--- config.mk ---
export PLATFORM = sky130hd
export DESIGN_NAME = dbdc_bus
export DESIGN_NICKNAME = d
export VERILOG_FILES = /design/src/rtl/dbdc_pkg.sv /design/src/rtl/dbdc_bus.sv /design/src/rtl/dbdc_sync.sv
export SDC_FILE = /design/constraint.sdc
export NUM_CORES = 1
export LEC_CHECK = 0
export ABC_CLOCK_PERIOD_IN_PS = 2900
export BUFFER_PORTS_ARGS = -buffer_cell sky130_fd_sc_hd__buf_2
export CAP_MARGIN = 20
export CORE_MARGIN = 8
export CORE_UTILIZATION = 40
export CTS_CLUSTER_SIZE = 25
export DETAILED_ROUTE_END_ITERATION = 10
export GPL_ROUTABILITY_DRIVEN = 0
export GPL_TIMING_DRIVEN = 0
export PLACE_DENSITY = 0.68
export SLEW_MARGIN = 30
export SYNTH_ARGS = -nofsm -noshare
export SYNTH_HDL_FRONTEND = slang
export SYNTH_SLANG_ARGS = --single-unit
--- constraint.sdc ---
create_clock -name clk_sys -period 2.9 [get_ports clk_sys]
set_input_delay 0.29 -clock clk_sys [delete_from_list [all_inputs] [get_ports clk_sys]]
set_output_delay 0.29 -clock clk_sys [all_outputs]
set_load 0.005 [all_outputs]
--- src/rtl/dbdc_pkg.sv ---
// Shared constants for the demultiplexed bus cycle sequencer.
// Assumes one 100 MHz system clock; one bus state is two clock periods.
package dbdc_pkg;
    localparam int unsigned CLK_PERIOD_NS   = 10;
    localparam int unsigned STATE_T         = 2;   // One state, in periods t
    localparam int unsigned STATE_CYCLES    = STATE_T;
    localparam int unsigned BASE_STATES     = 2;   // Normal cycle is 4t
    localparam int unsigned NUM_SELECTS     = 6;
    localparam int unsigned SEL_W           = 3;
    localparam int unsigned WAIT_W          = 4;
    localparam int unsigned ADDR_W          = 20;
    localparam int unsigned DATA_W          = 16;
    localparam int unsigned SYNC_STAGES     = 3;
    localparam logic [SEL_W-1:0] SEL_NONE   = 3'h7;
    localparam logic [WAIT_W-1:0] WAIT_RST  = 4'h0;

    typedef enum logic [2:0] {
        DBDC_IDLE  = 3'b000,
        DBDC_ADDR  = 3'b001,
        DBDC_DEFER = 3'b010,
        DBDC_STRB  = 3'b011,
        DBDC_WAIT  = 3'b100,
        DBDC_RDY   = 3'b101
    } dbdc_state_e;
endpackage

--- src/rtl/dbdc_bus.sv ---
// Bus cycle sequencer for a demultiplexed external bus with deferred cycles.
// Assumes requests come from core logic on clk_sys and per-select wait
// counts are supplied as a flat vector by the chip-select configuration.
`timescale 1ns/1ps
module dbdc_bus (
    input  wire logic                                          clk_sys,
    input  wire logic                                          rst,
    input  wire logic                                          req_valid,
    output logic                                               req_ready,
    input  wire logic                                          req_write,
    input  wire logic [dbdc_pkg::ADDR_W-1:0]                   req_addr,
    input  wire logic [dbdc_pkg::DATA_W-1:0]                   req_wdata,
    input  wire logic                                          req_high_byte,
    input  wire logic                                          req_fetch,
    input  wire logic [dbdc_pkg::SEL_W-1:0]                    req_select,
    input  wire logic [dbdc_pkg::NUM_SELECTS*dbdc_pkg::WAIT_W-1:0] per_select_bus_config,
    output logic                                               rsp_valid,
    output logic [dbdc_pkg::DATA_W-1:0]                        rsp_rdata,
    output logic                                               clock_output,
    output logic                                               ale,
    output logic                                               rd_n,
    output logic                                               wr_n,
    output logic [dbdc_pkg::NUM_SELECTS-1:0]                   chip_select_n,
    output logic [dbdc_pkg::ADDR_W-1:0]                        addr,
    output logic [dbdc_pkg::DATA_W-1:0]                        data_out,
    output logic                                               data_oe,
    input  wire logic [dbdc_pkg::DATA_W-1:0]                   data_in,
    output logic                                               high_byte_enable_n,
    output logic                                               fetch_indicator,
    input  wire logic                                          ready
);
    dbdc_pkg::dbdc_state_e           state;
    logic                            phase;
    logic [dbdc_pkg::WAIT_W-1:0]     wait_left;
    logic [dbdc_pkg::SEL_W-1:0]      last_select;
    logic                            last_was_read;
    logic                            cur_write;
    logic                            defer_pending;
    logic                            ready_sync;
    logic [dbdc_pkg::WAIT_W-1:0]     sel_wait;
    logic [dbdc_pkg::NUM_SELECTS-1:0] next_cs_n;
    logic                            take;
    logic                            state_end;

    dbdc_sync u_ready_sync (
        .clk_sys (clk_sys),
        .rst     (rst),
        .pin     (ready),
        .level   (ready_sync)
    );

    // Wait count of the select being started
    always_comb begin
        sel_wait = dbdc_pkg::WAIT_RST;
        if (req_select < dbdc_pkg::SEL_W'(dbdc_pkg::NUM_SELECTS)) begin
            sel_wait = per_select_bus_config[req_select*dbdc_pkg::WAIT_W +:
                                             dbdc_pkg::WAIT_W];
        end
    end

    genvar gi;
    generate
        for (gi = 0; gi < dbdc_pkg::NUM_SELECTS; gi++) begin : g_cs
            assign next_cs_n[gi] = (req_select != dbdc_pkg::SEL_W'(gi));
        end
    endgenerate

    assign req_ready = (state == dbdc_pkg::DBDC_IDLE);
    assign take      = req_valid && req_ready;
    assign state_end = phase;

    // Clock output toggles every t, giving a 2t period
    always_ff @(posedge clk_sys or posedge rst) begin
        if (rst) begin
            phase        <= 1'b0;
            clock_output <= 1'b0;
        end else if (state == dbdc_pkg::DBDC_IDLE && !take) begin
            phase        <= 1'b0;
            clock_output <= 1'b0;
        end else begin
            phase        <= ~phase;
            clock_output <= ~phase;
        end
    end

    // Cycle sequencing
    always_ff @(posedge clk_sys or posedge rst) begin
        if (rst) begin
            state     <= dbdc_pkg::DBDC_IDLE;
            wait_left <= dbdc_pkg::WAIT_RST;
        end else begin
            case (state)
                dbdc_pkg::DBDC_IDLE: begin
                    if (take) begin
                        state     <= dbdc_pkg::DBDC_ADDR;
                        wait_left <= sel_wait;
                    end
                end
                dbdc_pkg::DBDC_ADDR: begin
                    if (state_end) begin
                        // One extra state for either trigger, never two
                        state <= defer_pending ? dbdc_pkg::DBDC_DEFER
                                               : dbdc_pkg::DBDC_STRB;
                    end
                end
                dbdc_pkg::DBDC_DEFER: begin
                    if (state_end) begin
                        state <= dbdc_pkg::DBDC_STRB;
                    end
                end
                dbdc_pkg::DBDC_STRB: begin
                    if (state_end) begin
                        if (wait_left != dbdc_pkg::WAIT_RST) begin
                            state <= dbdc_pkg::DBDC_WAIT;
                        end else if (!ready_sync) begin
                            state <= dbdc_pkg::DBDC_RDY;
                        end else begin
                            state <= dbdc_pkg::DBDC_IDLE;
                        end
                    end
                end
                dbdc_pkg::DBDC_WAIT: begin
                    if (state_end) begin
                        wait_left <= wait_left - 4'h1;
                        if (wait_left == 4'h1) begin
                            // Ready is only looked at once programmed waits run out
                            state <= ready_sync ? dbdc_pkg::DBDC_IDLE
                                                : dbdc_pkg::DBDC_RDY;
                        end
                    end
                end
                dbdc_pkg::DBDC_RDY: begin
                    if (state_end && ready_sync) begin
                        state <= dbdc_pkg::DBDC_IDLE;
                    end
                end
                default: begin
                    state <= dbdc_pkg::DBDC_IDLE;
                end
            endcase
        end
    end

    // Deferral triggers, judged against the previous cycle
    always_ff @(posedge clk_sys or posedge rst) begin
        if (rst) begin
            last_select   <= dbdc_pkg::SEL_NONE;
            last_was_read <= 1'b0;
            defer_pending <= 1'b0;
            cur_write     <= 1'b0;
        end else if (take) begin
            defer_pending <= (req_select != last_select) ||
                             (req_write && last_was_read);
            last_select   <= req_select;
            last_was_read <= !req_write;
            cur_write     <= req_write;
        end
    end

    // Address, select and data held for the whole cycle
    always_ff @(posedge clk_sys or posedge rst) begin
        if (rst) begin
            addr               <= '0;
            chip_select_n      <= '1;
            data_out           <= '0;
            high_byte_enable_n <= 1'b1;
            fetch_indicator    <= 1'b0;
        end else if (take) begin
            addr               <= req_addr;
            chip_select_n      <= next_cs_n;
            data_out           <= req_wdata;
            high_byte_enable_n <= !req_high_byte;
            fetch_indicator    <= req_fetch;
        end
    end

    // Strobes; read and write strobes both wait out the deferral state
    always_ff @(posedge clk_sys or posedge rst) begin
        if (rst) begin
            ale     <= 1'b0;
            rd_n    <= 1'b1;
            wr_n    <= 1'b1;
            data_oe <= 1'b0;
        end else begin
            ale <= take;
            if (state == dbdc_pkg::DBDC_ADDR && state_end && !defer_pending) begin
                rd_n <= cur_write;
                wr_n <= !cur_write;
            end else if (state == dbdc_pkg::DBDC_DEFER && state_end) begin
                rd_n <= cur_write;
                wr_n <= !cur_write;
            end else if (state == dbdc_pkg::DBDC_IDLE) begin
                rd_n <= 1'b1;
                wr_n <= 1'b1;
            end
            if (take) begin
                data_oe <= req_write;
            end else if (state == dbdc_pkg::DBDC_IDLE) begin
                data_oe <= 1'b0;
            end
        end
    end

    // Read data captured at the end of the cycle
    always_ff @(posedge clk_sys or posedge rst) begin
        if (rst) begin
            rsp_valid <= 1'b0;
            rsp_rdata <= '0;
        end else begin
            rsp_valid <= 1'b0;
            if (state_end && ((state == dbdc_pkg::DBDC_STRB && wait_left == 4'h0 && ready_sync) ||
                (state == dbdc_pkg::DBDC_WAIT && wait_left == 4'h1 && ready_sync) ||
                (state == dbdc_pkg::DBDC_RDY && ready_sync))) begin
                rsp_valid <= 1'b1;
                if (!cur_write) begin
                    rsp_rdata <= data_in;
                end
            end
        end
    end
endmodule

--- src/rtl/dbdc_sync.sv ---
// Three-stage synchroniser with agreement filter for the ready pin.
// Assumes the pin is asynchronous to clk_sys.
`timescale 1ns/1ps
module dbdc_sync (
    input  wire logic clk_sys,
    input  wire logic rst,
    input  wire logic pin,
    output logic      level
);
    logic [2:0] stage;

    always_ff @(posedge clk_sys or posedge rst) begin
        if (rst) begin
            // Idle level of ready, so no false stall follows reset
            stage <= 3'h7;
        end else begin
            stage <= {stage[1:0], pin};
        end
    end

    // Only stages two and three are compared; stage one feeds stage two alone
    always_ff @(posedge clk_sys or posedge rst) begin
        if (rst) begin
            level <= 1'b1;
        end else if (stage[1] == stage[2]) begin
            level <= stage[2];
        end
    end
endmodule

==> impl_metrics.env <==
export IMPL_totalWireLength_mm=9.78
export IMPL_clk_transition_reported_paths_ns=0.09
export IMPL_fmax_mhz=470
export IMPL_crit_path_start_kind="flip-flop"
export IMPL_nFillCells=865
export IMPL_dieArea_um2=12600
export IMPL_num_antenna_cells=0
export IMPL_synth_nets=446
export IMPL_crit_required_ns=3.13
export IMPL_avgSynthCellArea_um2=10.3
export IMPL_post_cts_resized=0
export IMPL_track_usage=0.155
export IMPL_grt_pass1_wl_mm=15.9
export IMPL_cp_max_fo=10
export IMPL_die_y_um=112
export IMPL_cts_path_max_buffers=2
export IMPL_finalHoldViolCount=0
export IMPL_wl_per_cell_um=15.3
export IMPL_areaGrowthSynthToFinish_pct=30.9
export IMPL_r2r_cells=7
export IMPL_drcViolationCount=0
export IMPL_cts_buffers=9
export IMPL_numPortBuffers=151
export IMPL_antenna_found_initial=0
export IMPL_maxSlewHeadroom=0.657
export IMPL_final_cell_mix="160 x buf_2, 124 x nand2_1, 67 x dfrtp_1"
export IMPL_skew_ns=0.00645
export IMPL_die_w_um=112
export IMPL_drive_above_1_share=0.428
export IMPL_gr_total_overflow=0
export IMPL_cp_startpoint="wait_left[1]"
export IMPL_tightest_slew_ns=0.515
export IMPL_cp_arrival_ns=2.36
export IMPL_r2r_start="wait_left[1]"
export IMPL_dpl_hpwl_mm=7.37
export IMPL_grt_max_degree=43
export IMPL_vias=3053
export IMPL_ant_nets=0
export IMPL_synth_top_area_cell="dfrtp_1"
export IMPL_core_area_um2=9110
export IMPL_end_kind="flip-flop"
export IMPL_synth_cells=357
export IMPL_outcome="complete, no violations"
export IMPL_hold_ws_ns=0.0417
export IMPL_yosysSeqAreaShare=0.568
export IMPL_grt_pass1_vias=3255
export IMPL_final_common_cell="buf_2"
export IMPL_post_route_util=0.531
export IMPL_power_mw=4.64
export IMPL_cts_setup_buffers=0
export IMPL_min_delay_start="ready"
export IMPL_viasPerCell=4.79
export IMPL_setup_viol=0
export IMPL_fin_cells=637
export IMPL_period_minus_slack_ns=2.13
export IMPL_min_path_type="in -> reg"
export IMPL_syn_area_um2=3690
export IMPL_initial_core_util=0.405
export IMPL_cts_tree="done"
export IMPL_hold_path_depth=1
export IMPL_first_pass_iters=4
export IMPL_yosysWarnings=0
export IMPL_synth_area_leaders="dfrtp_1 45%, nand2_1 13%, dfstp_2 11%"
export IMPL_placed_cells=620
export IMPL_synth_top_area_frac=0.454
export IMPL_clk_latency_ns=0.34
export IMPL_cts_htree_levels=3
export IMPL_nets=610
export IMPL_finalCritPeriodShare=0.733
export IMPL_rsz0062_at_grt="false"
export IMPL_drv_cap=0
export IMPL_synth_seq_cells=83
export IMPL_peakVddDrop_uv=455
export IMPL_cts_hold_buf=1
export IMPL_ys_types=44
export IMPL_powerDensity_nw_per_um2=960
export IMPL_crit_type="reg -> reg"
export IMPL_core_rowCount=35
export IMPL_rrSetupSlack_ns=0.77
export IMPL_cts_sinks=83
export IMPL_clockRootBuffer="clkbuf_8"
export IMPL_leakage_nw=2.58
export IMPL_setup_tns_ns=0
export IMPL_drv_slew=0
export IMPL_drt_iter0_drc=130
export IMPL_io_pins=153
==> final timing paths <==
kind	end
setup / recovery	rsp_rdata[4]
hold / removal	u_ready_sync.stage[0]
setup reg to reg	rsp_rdata[4]
hold reg to reg	u_ready_sync.stage[1]
max in group asynchronous	chip_select_n[4]
min in group asynchronous	rsp_rdata[4]
==> metal layers <==
layer | part of all wire | track usage | wire [um]
met4 | 0.0080 | 0.0414 | 78
met3 | 0.078 | 0.0558 | 762
met2 | 0.48 | 0.258 | 4670
met1 | 0.44 | 0.185 | 4270
met5 | 0 | 0 | 0
==> worst max-delay path, cell delays in order (launching register included) <==
cell and delay [ns]:
dfrtp_1 0.40, inv_1 0.11, ha_1 0.15, or3b_1 0.39, nor2b_1 0.19, o2bb2ai_4 0.27, buf_12 0.19, mux2_4 0.31
==> registers in the layout, indices dropped and copies added (netlist names) <==
signal and flops:
high_byte_enable_n 1, data_oe 1, last_was_read 1, data_out 16, rsp_rdata 16, u_ready_sync.stage 3
rsp_valid 1, ale 1, defer_pending 1, state 3, u_ready_sync.level 1, chip_select_n 6
phase 1, addr 20, last_select 3, wait_left 4, fetch_indicator 1, rd_n 1
wr_n 1, cur_write 1
==> final cells by class <==
cell class / count / area (um2) / area share
inverter: 13 / 53.8 / 0.0111
clock inverter: 4 / 76.3 / 0.0158
timing repair buffer: 153 / 786 / 0.163
sequential: 83 / 2100 / 0.434
multi-input combinational: 243 / 1440 / 0.297
buffer: 18 / 110 / 0.0228
clock buffer: 12 / 135 / 0.0280
tap: 111 / 139 / 0.0287
==> where the power goes <==
group / switching, mW / total (mW) / internal, mW
logic: 0.943 / 1.77 / 0.828
registers: 0.275 / 1.97 / 1.70
clock network: 0.408 / 0.896 / 0.488
==> synth_stat cells, drive strengths merged <==
library cell  number
a311oi             1
or3b               3
a21oi             11
mux2i              7
o21ai             14
xor2               4
o22ai              2
a221o              1
nor2              27
nand2            126
nor3               3
a31oi              4
a41oi              1
nor3b              1
a222oi             1
a2bb2oi            1
maj3               1
inv               13
o22a               1
clkbuf             6
or3                1
a2111oi            1
buf               12
nor2b              1
ha                 3
and4bb             1
mux2              17
o2bb2ai            1
dfrtp             67
a221oi             1
mux4               4
nand3              1
nand2b             3
dfstp             16
==> stage by stage <==
stage | setup WS (ns) | cell area, um2
2_1_floorplan | 0.500 | 3690
3_3_place_gp | -0.481 | 4590
3_5_place_dp | 0.789 | 4610
4_1_cts | 0.768 | 4830
5_1_grt | 0.667 | 4830
6_report | 0.774 | 4830
==> cell families (layout without fill, tap and decap cells) <==
kind of cell | count (synthesis) | count (layout) | synth area share
AO/OA/AOI/OAI | 40 | 40 | 0.0711
XOR/XNOR | 4 | 4 | 0.00948
adder cells (fa/ha/maj) | 4 | 4 | 0.0129
buffers and inverters | 31 | 200 | 0.0430
flip-flops | 83 | 83 | 0.568
multiplexers | 28 | 28 | 0.105
AND/OR/NAND/NOR | 167 | 167 | 0.190
(Power assumes the default switching activity.)
